**src/logic/aas_pkg.sv**
```systemverilog
package aas_pkg;
   // alarm status word bit positions
   localparam int OUT_FLAG_LSB  = 0;
   localparam int DISC_FLAG_LSB = 4;
   localparam int RATIO_USE_BIT = 8;
   localparam int RATIO_SET_BIT = 9;
   localparam int HOLD_SET_BIT  = 10;
   localparam int AVG_SET_BIT   = 11;
   localparam int ADJ_RANGE_BIT = 12;
   localparam int ADJ_CHAN_BIT  = 13;
   localparam int NVM_FAIL_BIT  = 14;
   localparam int ADJ_MODE_BIT  = 15;
   localparam logic [15:0] ALARM_RESET    = 16'h0000;
   localparam logic [15:0] ALARM_PLC_ONLY = 16'h8000;
   // word block placement
   localparam logic [15:0] BLOCK_BASE   = 16'h07D0;
   localparam logic [15:0] BLOCK_STRIDE = 16'h000A;
   localparam logic [15:0] ALARM_OFS    = 16'h0009;
   localparam logic [6:0]  UNIT_MAX     = 7'h5F;
   // initial setting limits
   localparam logic [15:0] HOLD_SET_MAX = 16'h0002;
   localparam logic [15:0] AVG_SET_MAX  = 16'h0006;
   localparam logic [3:0]  BCD_DIGIT_MAX = 4'h9;
   // output hold selections
   localparam logic [1:0]  HOLD_ZERO = 2'h0;
   localparam logic [1:0]  HOLD_LAST = 2'h1;
   localparam logic [1:0]  HOLD_FULL = 2'h2;
   localparam logic [15:0] OUT_FULL  = 16'h0FA0;
   localparam logic [15:0] DATA_ZERO = 16'h0000;
   // adjustment channel codes
   localparam logic [3:0]  CH_GRP_IN  = 4'h1;
   localparam logic [3:0]  CH_GRP_OUT = 4'h2;
   localparam logic [3:0]  CH_IDX_MIN = 4'h1;
   localparam logic [3:0]  CH_IDX_MAX = 4'h4;
   // timing
   localparam int CLK_MHZ   = 100;
   localparam int BLINK_MS  = 250;
   localparam int BLINK_CYC = BLINK_MS * 1000 * CLK_MHZ;
   localparam logic [1:0] INIT_WAIT = 2'h3;

   typedef enum logic [2:0] {
      ST_INIT     = 3'h0,
      ST_RUN      = 3'h1,
      ST_CFG_ERR  = 3'h2,
      ST_UNIT_ERR = 3'h3,
      ST_ADJ      = 3'h4,
      ST_ADJ_PLC  = 3'h5,
      ST_RESTART  = 3'h6
   } aas_state_t;

   typedef struct packed {
      logic        ratio_unused;
      logic [15:0] ratio_set;
      logic [15:0] hold_set;
      logic [15:0] avg_set;
   } aas_init_cfg_t;

   typedef struct packed {
      logic bus_err;
      logic mon_timeout;
      logic watchdog;
   } aas_host_flt_t;

   typedef logic [3:0][15:0] aas_word4_t;
endpackage

```
**src/logic/aas_top.sv**
```systemverilog
`timescale 1ns/10ps
module aas_top #(
   parameter int unsigned BLINK_CYC = aas_pkg::BLINK_CYC
) (
   // clock and reset
   input  wire logic                  core_clk_i,
   input  wire logic                  rstn_i,
   // pins
   input  wire logic [6:0]            unit_no_pin_i,
   input  wire logic                  adj_switch_pin_i,
   // host control
   input  wire logic                  io_refresh_i,
   input  wire logic                  restart_i,
   input  wire logic                  host_run_i,
   input  wire logic                  commit_i,
   input  wire logic                  dup_unit_i,
   input  wire aas_pkg::aas_host_flt_t host_flt_i,
   input  wire aas_pkg::aas_init_cfg_t init_cfg_i,
   // channel conditions
   input  wire logic [3:0]            in_used_i,
   input  wire logic [3:0]            out_used_i,
   input  wire logic [3:0]            range_1to5_i,
   input  wire logic [3:0]            disc_i,
   input  wire logic [3:0]            out_range_err_i,
   input  wire aas_pkg::aas_word4_t   conv_data_i,
   input  wire aas_pkg::aas_word4_t   out_set_i,
   // adjustment
   input  wire logic [7:0]            adj_ch_i,
   input  wire logic                  adj_range_err_i,
   input  wire logic                  nvm_fail_i,
   // results
   output logic [15:0]                alarm_status_word_o,
   output logic [15:0]                word_base_o,
   output logic [15:0]                alarm_addr_o,
   output aas_pkg::aas_word4_t        in_data_o,
   output aas_pkg::aas_word4_t        out_value_o,
   output logic                       conv_run_o,
   // lamps
   output logic                       unit_error_lamp_o,
   output logic                       host_error_lamp_o,
   output logic                       adjust_lamp_o,
   output logic                       run_lamp_o
);
   aas_pkg::aas_state_t st_r, st_nxt;
   logic [7:0]          sy1_r, sy2_r, sy3_r, pin_r;
   logic [1:0]          init_cnt_r, clr_ph_r;
   logic [3:0]          cfg_err_r;
   logic [1:0]          hold_sel_r;
   logic                nvm_err_r, restart_q_r, blink_r;
   logic [24:0]         blink_cnt_r;
   logic [15:0]         alarm_r, alarm_nxt, status_r, base_r, addr_r;
   aas_pkg::aas_word4_t in_r, out_r, in_nxt, out_nxt;
   logic                erc_r, erh_r, adj_lamp_r, run_lamp_r, conv_run_r;

   function automatic logic bcd_ok(input logic [15:0] v);
      logic ok;
      ok = 1'b1;
      for (int i = 0; i < 4; i++) begin
         if (v[i*4 +: 4] > aas_pkg::BCD_DIGIT_MAX) begin
            ok = 1'b0;
         end
      end
      return ok;
   endfunction

   // pin synchroniser, value accepted once stages two and three agree
   always_ff @(posedge core_clk_i or negedge rstn_i) begin
      if (!rstn_i) begin
         sy1_r <= 8'h00;
         sy2_r <= 8'h00;
         sy3_r <= 8'h00;
         pin_r <= 8'h00;
      end else begin
         sy1_r <= {adj_switch_pin_i, unit_no_pin_i};
         sy2_r <= sy1_r;
         sy3_r <= sy2_r;
         if (sy2_r == sy3_r) begin
            pin_r <= sy3_r;
         end
      end
   end

   wire [6:0] unit_no   = pin_r[6:0];
   wire       adj_sw    = pin_r[7];
   wire       pin_settled = (sy2_r == sy3_r) && (pin_r == sy3_r);
   wire       init_done = (init_cnt_r == aas_pkg::INIT_WAIT) && pin_settled;
   wire       unit_bad  = dup_unit_i || (unit_no > aas_pkg::UNIT_MAX);
   wire [3:0] cfg_chk = {
      init_cfg_i.avg_set > aas_pkg::AVG_SET_MAX,
      init_cfg_i.hold_set > aas_pkg::HOLD_SET_MAX,
      !bcd_ok(init_cfg_i.ratio_set),
      init_cfg_i.ratio_unused};
   wire       restart_fall = restart_q_r && !restart_i;
   wire       flt_any  = |host_flt_i;

   // adjustment channel decode: 11-14 inputs, 21-24 outputs
   wire [3:0] ch_grp = adj_ch_i[7:4];
   wire [3:0] ch_num = adj_ch_i[3:0];
   wire [1:0] ch_idx = 2'(ch_num - aas_pkg::CH_IDX_MIN);
   wire       ch_num_ok = (ch_num >= aas_pkg::CH_IDX_MIN) &&
                          (ch_num <= aas_pkg::CH_IDX_MAX);
   wire       ch_ok = ch_num_ok &&
                      (((ch_grp == aas_pkg::CH_GRP_IN) && in_used_i[ch_idx]) ||
                       ((ch_grp == aas_pkg::CH_GRP_OUT) && out_used_i[ch_idx]));
   wire       in_adj  = (st_r == aas_pkg::ST_ADJ);
   wire [3:0] disc_live = disc_i & range_1to5_i;

   // mode sequencing
   always_comb begin
      st_nxt = st_r;
      case (st_r)
         aas_pkg::ST_INIT: begin
            if (init_done) begin
               if (unit_bad) begin
                  st_nxt = aas_pkg::ST_UNIT_ERR;
               end else if (adj_sw) begin
                  st_nxt = aas_pkg::ST_ADJ;
               end else if (|cfg_chk) begin
                  st_nxt = aas_pkg::ST_CFG_ERR;
               end else begin
                  st_nxt = aas_pkg::ST_RUN;
               end
            end
         end
         aas_pkg::ST_ADJ: begin
            if (host_run_i) begin
               st_nxt = aas_pkg::ST_ADJ_PLC;
            end
         end
         aas_pkg::ST_RESTART: begin
            if (restart_fall) begin
               st_nxt = aas_pkg::ST_INIT;
            end
         end
         aas_pkg::ST_RUN, aas_pkg::ST_CFG_ERR, aas_pkg::ST_UNIT_ERR,
         aas_pkg::ST_ADJ_PLC: begin
            st_nxt = st_r;
         end
         default: begin
            st_nxt = aas_pkg::ST_INIT;
         end
      endcase
      if (restart_i) begin
         st_nxt = aas_pkg::ST_RESTART;
      end
   end

   always_ff @(posedge core_clk_i or negedge rstn_i) begin
      if (!rstn_i) begin
         st_r        <= aas_pkg::ST_INIT;
         init_cnt_r  <= 2'h0;
         restart_q_r <= 1'b0;
      end else begin
         st_r        <= st_nxt;
         restart_q_r <= restart_i;
         if (st_r != aas_pkg::ST_INIT) begin
            init_cnt_r <= 2'h0;
         end else if (init_cnt_r != aas_pkg::INIT_WAIT) begin
            init_cnt_r <= init_cnt_r + 2'h1;
         end
      end
   end

   // settings latched at start, cleared only by a fresh start
   always_ff @(posedge core_clk_i or negedge rstn_i) begin
      if (!rstn_i) begin
         cfg_err_r  <= 4'h0;
         hold_sel_r <= aas_pkg::HOLD_ZERO;
         base_r     <= 16'h0000;
         addr_r     <= 16'h0000;
      end else if (st_r == aas_pkg::ST_INIT && init_done) begin
         cfg_err_r  <= cfg_chk;
         hold_sel_r <= init_cfg_i.hold_set[1:0];
         base_r     <= 16'(aas_pkg::BLOCK_BASE +
                           16'(unit_no) * aas_pkg::BLOCK_STRIDE);
         addr_r     <= 16'(aas_pkg::BLOCK_BASE + aas_pkg::ALARM_OFS +
                           16'(unit_no) * aas_pkg::BLOCK_STRIDE);
      end
   end

   // nvm fault: set wins, cleared after commit off, on, off
   always_ff @(posedge core_clk_i or negedge rstn_i) begin
      if (!rstn_i) begin
         nvm_err_r <= 1'b0;
         clr_ph_r  <= 2'h0;
      end else if (in_adj && nvm_fail_i) begin
         nvm_err_r <= 1'b1;
         clr_ph_r  <= 2'h0;
      end else if (!in_adj && st_r != aas_pkg::ST_ADJ_PLC) begin
         nvm_err_r <= 1'b0;
         clr_ph_r  <= 2'h0;
      end else if (nvm_err_r) begin
         case (clr_ph_r)
            2'h0: clr_ph_r <= commit_i ? 2'h0 : 2'h1;
            2'h1: clr_ph_r <= commit_i ? 2'h2 : 2'h1;
            default: begin
               if (!commit_i) begin
                  nvm_err_r <= 1'b0;
                  clr_ph_r  <= 2'h0;
               end
            end
         endcase
      end
   end

   // alarm word assembly
   always_comb begin
      alarm_nxt = aas_pkg::ALARM_RESET;
      case (st_r)
         aas_pkg::ST_RUN: begin
            alarm_nxt[aas_pkg::OUT_FLAG_LSB +: 4] =
               out_range_err_i;
            alarm_nxt[aas_pkg::DISC_FLAG_LSB +: 4] = disc_live;
         end
         aas_pkg::ST_CFG_ERR: begin
            alarm_nxt[aas_pkg::RATIO_USE_BIT +: 4] = cfg_err_r;
         end
         aas_pkg::ST_ADJ: begin
            alarm_nxt[aas_pkg::ADJ_MODE_BIT]  = 1'b1;
            alarm_nxt[aas_pkg::NVM_FAIL_BIT]  = nvm_err_r || nvm_fail_i;
            alarm_nxt[aas_pkg::ADJ_CHAN_BIT]  = !ch_ok;
            alarm_nxt[aas_pkg::ADJ_RANGE_BIT] = adj_range_err_i;
         end
         aas_pkg::ST_ADJ_PLC: begin
            alarm_nxt = aas_pkg::ALARM_PLC_ONLY;
         end
         default: begin
            alarm_nxt = aas_pkg::ALARM_RESET;
         end
      endcase
   end

   // per-channel input and output selection
   for (genvar k = 0; k < 4; k++) begin : g_ch
      wire [15:0] held_out =
         (hold_sel_r == aas_pkg::HOLD_LAST) ? out_r[k] :
         (hold_sel_r == aas_pkg::HOLD_FULL) ? aas_pkg::OUT_FULL :
         aas_pkg::DATA_ZERO;
      wire run_st = (st_r == aas_pkg::ST_RUN);
      wire freeze = (st_r == aas_pkg::ST_ADJ_PLC) ||
                    (run_st && host_flt_i.mon_timeout) ||
                    (in_adj && !ch_ok);
      wire in_zero = (st_r == aas_pkg::ST_INIT) ||
                     (st_r == aas_pkg::ST_UNIT_ERR) ||
                     (st_r == aas_pkg::ST_CFG_ERR) ||
                     (run_st && host_flt_i.bus_err) ||
                     (run_st && disc_live[k]);
      wire out_zero = (st_r == aas_pkg::ST_INIT) ||
                      (st_r == aas_pkg::ST_RESTART) ||
                      (st_r == aas_pkg::ST_UNIT_ERR) ||
                      (st_r == aas_pkg::ST_CFG_ERR);
      wire out_hold_fn = run_st && (host_flt_i.bus_err ||
                         host_flt_i.watchdog ||
                         out_range_err_i[k]);
      wire in_keep = freeze || (st_r == aas_pkg::ST_RESTART) ||
                     (run_st && host_flt_i.watchdog);
      wire out_keep = freeze ||
                      (in_adj && (nvm_err_r || nvm_fail_i));
      assign in_nxt[k] = in_keep ? in_r[k] :
                         in_zero ? aas_pkg::DATA_ZERO : conv_data_i[k];
      assign out_nxt[k] = out_zero ? aas_pkg::DATA_ZERO :
                          out_keep ? out_r[k] :
                          out_hold_fn ? held_out : out_set_i[k];
   end

   wire blink_wrap = (blink_cnt_r == 25'(BLINK_CYC - 1));
   wire adj_any    = in_adj || (st_r == aas_pkg::ST_ADJ_PLC);

   always_ff @(posedge core_clk_i or negedge rstn_i) begin
      if (!rstn_i) begin
         alarm_r     <= aas_pkg::ALARM_RESET;
         status_r    <= aas_pkg::ALARM_RESET;
         in_r        <= '0;
         out_r       <= '0;
         blink_cnt_r <= 25'h000_0000;
         blink_r     <= 1'b0;
         erc_r       <= 1'b0;
         erh_r       <= 1'b0;
         adj_lamp_r  <= 1'b0;
         run_lamp_r  <= 1'b0;
         conv_run_r  <= 1'b0;
      end else begin
         alarm_r <= alarm_nxt;
         if (io_refresh_i) begin
            status_r <= alarm_r;
         end
         in_r  <= in_nxt;
         out_r <= out_nxt;
         blink_cnt_r <= (blink_wrap || !adj_any) ? 25'h000_0000 :
                        blink_cnt_r + 25'h000_0001;
         blink_r    <= adj_any && (blink_wrap ? !blink_r : blink_r);
         adj_lamp_r <= adj_any && blink_r;
         erc_r      <= (|alarm_nxt[14:0]) ||
                       (st_r == aas_pkg::ST_ADJ_PLC);
         erh_r      <= (st_r == aas_pkg::ST_UNIT_ERR) ||
                       ((st_r == aas_pkg::ST_RUN) && flt_any);
         run_lamp_r <= (st_r == aas_pkg::ST_RUN) || adj_any;
         conv_run_r <= (st_r == aas_pkg::ST_RUN) || in_adj;
      end
   end

   assign alarm_status_word_o = status_r;
   assign word_base_o         = base_r;
   assign alarm_addr_o        = addr_r;
   assign in_data_o           = in_r;
   assign out_value_o         = out_r;
   assign conv_run_o          = conv_run_r;
   assign unit_error_lamp_o   = erc_r;
   assign host_error_lamp_o   = erh_r;
   assign adjust_lamp_o       = adj_lamp_r;
   assign run_lamp_o          = run_lamp_r;
endmodule

```
**config.mk**
```make
export PLATFORM = sky130hd
export DESIGN_NAME = aas_top
export DESIGN_NICKNAME = d
export VERILOG_FILES = /design/src/logic/aas_pkg.sv /design/src/logic/aas_top.sv
export SDC_FILE = /design/constraint.sdc
export NUM_CORES = 1
export LEC_CHECK = 0
export BUFFER_PORTS_ARGS = -buffer_cell sky130_fd_sc_hd__buf_2
export CORE_MARGIN = 1
export CORE_UTILIZATION = 31
export DETAILED_ROUTE_END_ITERATION = 10
export PLACE_DENSITY = 0.65
export SYNTH_ARGS = -nofsm -noshare
export SYNTH_HDL_FRONTEND = slang
export SYNTH_SLANG_ARGS = --single-unit
export TNS_END_PERCENT = 5
```
**constraint.sdc**
```tcl
create_clock -name core_clk_i -period 2.9 [get_ports core_clk_i]
set_input_delay 0.58 -clock core_clk_i [delete_from_list [all_inputs] [get_ports core_clk_i]]
set_output_delay 0.58 -clock core_clk_i [all_outputs]
set_load 0.02 [all_outputs]
```
==> impl_metrics.env <==
export IMPL_crit_path_start_kind="register"
export IMPL_grt_pass1_wl_mm=50.1
export IMPL_detail_route_first_pass_iterations=4
export IMPL_fin_crit_sh_pct=97.0
export IMPL_final_nets=1753
export IMPL_clockBufferDepth=3
export IMPL_rsz0062_at_grt="yes"
export IMPL_grt_max_degree=89
export IMPL_ioPinCount=406
export IMPL_ys_seq_area_share_pct=56.1
export IMPL_ant_nets=0
export IMPL_worst_slack_ps=86.2
export IMPL_cts_sinks=259
export IMPL_layout_drive_gt1_share_pct=35.1
export IMPL_syn2layout_area_growth_pct=31.8
export IMPL_outcome="complete, no violations"
export IMPL_io_buffers=392
export IMPL_maxSlewViolCount=0
export IMPL_synth_area_sq_um=11600
export IMPL_ctsHoldBuffers=0
export IMPL_relSlewSlack_pct=17.7
export IMPL_dieWidth_microns=195
export IMPL_pre_cts_slack_ps=-18.9
export IMPL_cp_arrival_ps=3250
export IMPL_synth_cells=1093
export IMPL_post_cts_buffers=0
export IMPL_synthArstFlopShare_pct=100
export IMPL_ctsHtreeMaxLevel=1
export IMPL_synthFlopType="dfrtp_1"
export IMPL_reg2reg_depth=12
export IMPL_drt_met1_wl_mm=13.3
export IMPL_rows=70
export IMPL_place_congestion=0.828
export IMPL_synth_edf_count=0
export IMPL_wl_met3_mm=2.01
export IMPL_clock_latency_ps=570
export IMPL_tightest_slew_ps=1230
export IMPL_maxCapViolCount=0
export IMPL_crit_fanout=3
export IMPL_grt_usage_pct=16.7
export IMPL_viasPerCell=4.60
export IMPL_drc=0
export IMPL_clock_skew_ps=25.8
export IMPL_vdd_drop_max_uv=514
export IMPL_grt_pass1_vias=9156
export IMPL_drt_iter0_drc=309
export IMPL_cts_root_buf="clkbuf_16"
export IMPL_wl_per_cell_microns=15.9
export IMPL_routed_wl_mm=31.8
export IMPL_clkTransAtPathRegs_ps=60
export IMPL_fin_crit_ps=2810
export IMPL_antenna_found_initial=6
export IMPL_hpwlAfterDp_mm=24.2
export IMPL_routed_top_layer="met5"
export IMPL_p_leak_nw=7.85
export IMPL_nFillCells=3618
export IMPL_worstPathRequired_ps=3330
export IMPL_pwr_density_cell_nw_per_um2=767
export IMPL_yosysUniqueCellTypes=67
export IMPL_dr_total_vias=9197
export IMPL_p_total_w=0.0117
export IMPL_synth_avg_cell_area_sq_um=10.6
export IMPL_finalSetupViolations=0
export IMPL_synth_seq_cells=259
export IMPL_finalHoldViolations=0
export IMPL_dieArea_sq_um=38100
export IMPL_dieHeight_microns=195
export IMPL_start_util_pct=31.6
export IMPL_yosysWarnings=0
export IMPL_crit_type="reg2reg"
export IMPL_wl_met2_mm=15.5
export IMPL_coreArea_sq_um=36600
export IMPL_fmax_ghz=0.355
export IMPL_cp_end_kind="register"
export IMPL_cts_tree="yes"
export IMPL_hold_path_class="in2async"
export IMPL_grt_overflow=0
export IMPL_cts_made_buffers=30
[logic make-up after synthesis]
group / synth area share, %
multiplexers: 9.52
XOR/XNOR: 4.09
other: 0.0324
adder cells (fa/ha/maj): 2.22
buffers and inverters: 5.60
AO/OA/AOI/OAI: 8.44
flip-flops: 56.1
AND/OR/NAND/NOR: 14.0
[power breakdown]
part           internal, W  switching, W
logic              0.00117       0.00198
registers          0.00420      0.000306
clock network      0.00250       0.00153
total              0.00787       0.00381
[worst max-delay path: stages (launching register included)]
cell and delay (ps):
dfrtp_1 380, ha_1 290, ha_1 170, inv_1 60
fa_2 570, inv_1 80, ha_1 190, a21oi_2 160
nor2b_1 140, o21ai_1 100, nor3_2 140, xnor2_1 100
mux2_2 290
[timing repair]
action,in CTS,in global routing
pin swaps,2,1
setup endpoints to repair,1,5
resized for setup,4,2
[registers in the layout (all words and copies together), names as in the netlist, 2 cells and up]
register,flops
alarm_r,16
pin_r,8
in_data_o,64
hold_sel_r,2
alarm_status_word_o,16
alarm_addr_o,12
blink_cnt_r,25
sy2_r,8
clr_ph_r,2
cfg_err_r,4
word_base_o,9
init_cnt_r,2
sy1_r,8
sy3_r,8
st_r,3
out_value_o,64
[cell usage after synthesis, types with 4 or more instances]
| cell type | number | area (sq um) |
|---|---|---|
| mux2i_1 | 66 | 661 |
| ha_1 | 18 | 225 |
| mux2_2 | 35 | 394 |
| o21ai_2 | 4 | 35.0 |
| dfrtp_1 | 259 | 6480 |
| inv_1 | 80 | 300 |
| nand2b_1 | 6 | 37.5 |
| buf_4 | 14 | 105 |
| buf_6 | 5 | 56.3 |
| and2_1 | 9 | 56.3 |
| a21oi_1 | 11 | 55.1 |
| nand4_1 | 12 | 75.1 |
| xnor2_1 | 31 | 272 |
| nand2_1 | 203 | 762 |
| o21a_1 | 5 | 37.5 |
| xor2_1 | 23 | 201 |
| nor2b_1 | 5 | 31.3 |
| o21ai_1 | 6 | 30.0 |
| nor4_1 | 7 | 43.8 |
| buf_2 | 7 | 35.0 |
| and3_1 | 14 | 87.6 |
| nor3_1 | 16 | 80.1 |
| nand3_1 | 13 | 65.1 |
| nor2_1 | 57 | 214 |
| clkbuf_1 | 15 | 56.3 |
| clkbuf_2 | 5 | 25.0 |
| o21ai_0 | 111 | 556 |
[layout by cell type (no fill, tap or decap), drive strengths merged, types with 3 or more instances in the layout]
| cell type | netlist | layout |
|---|---|---|
| or4 | 3 | 3 |
| a31oi | 3 | 3 |
| nor2b | 5 | 5 |
| nand2 | 203 | 203 |
| bufinv | 0 | 6 |
| conb | 1 | 9 |
| nor3b | 3 | 3 |
| ha | 18 | 18 |
| nor2 | 58 | 58 |
| a21oi | 12 | 12 |
| nand3 | 13 | 13 |
| o21a | 5 | 5 |
| a211oi | 3 | 3 |
| nand4 | 12 | 12 |
| nor4 | 7 | 7 |
| and2 | 9 | 9 |
| clkinv | 0 | 10 |
| o21ai | 124 | 124 |
| dfrtp | 259 | 259 |
| buf | 30 | 426 |
| xnor2 | 31 | 31 |
| or3 | 3 | 3 |
| nand2b | 6 | 6 |
| and3 | 14 | 14 |
| inv | 81 | 82 |
| clkbuf | 20 | 37 |
| nor3 | 16 | 16 |
| mux2 | 35 | 35 |
| xor2 | 23 | 23 |
| mux2i | 66 | 66 |
[per-layer routing]
| metal | global-route usage, % | vias up |
|---|---|---|
| li1 | - | 4454 |
| met1 | 20.7 | 4351 |
| met2 | 28.9 | 314 |
| met3 | 3.51 | 70 |
| met4 | 5.16 | 8 |
| met5 | 0 | - |
[worst paths after layout]
check,start,endpoint,slack [ps]
worst min register to register,sy1_r[1],sy2_r[1],340
max in group asynchronous,rstn_i,in_data_o[12],2070
worst min-delay path,rstn_i,out_value_o[25],5
min in group core_clk_i,unit_no_pin_i[5],sy1_r[5],110
worst max register to register,pin_r[1],alarm_addr_o[10],90
worst max-delay path,pin_r[1],alarm_addr_o[10],90
[layout make-up]
| cell class | instances | area, sq um | area share, % |
|---|---|---|---|
| Sequential cell | 259 | 6480 | 42.5 |
| Timing Repair Buffer | 426 | 2310 | 15.2 |
| Clock buffer | 37 | 807 | 5.30 |
| Inverter | 81 | 304 | 2.00 |
| Tap cell | 468 | 586 | 3.84 |
| Multi-Input combinational cell | 711 | 4490 | 29.5 |
| Clock inverter | 17 | 250 | 1.64 |
| Antenna cell | 1 | 2.50 | 0.0164 |
[metrics by stage]
step / area [sq um] / util [%] / instances / hold WS, ps / TNS, ps
after global placement: 14200 / 38.7 / 1945 / 332 / 0
after detailed placement: 14200 / 38.7 / 1945 / 337 / -18.9
final: 15200 / 41.6 / 2000 / 5.31 / 0
after floorplan: 11600 / - / 1101 / 284 / 0
after CTS: 15200 / 41.6 / 1999 / 38.5 / 0
after global routing: 15200 / 41.6 / 1999 / 54.8 / -161
No activity file was read; power rests on OpenSTA's default activity.
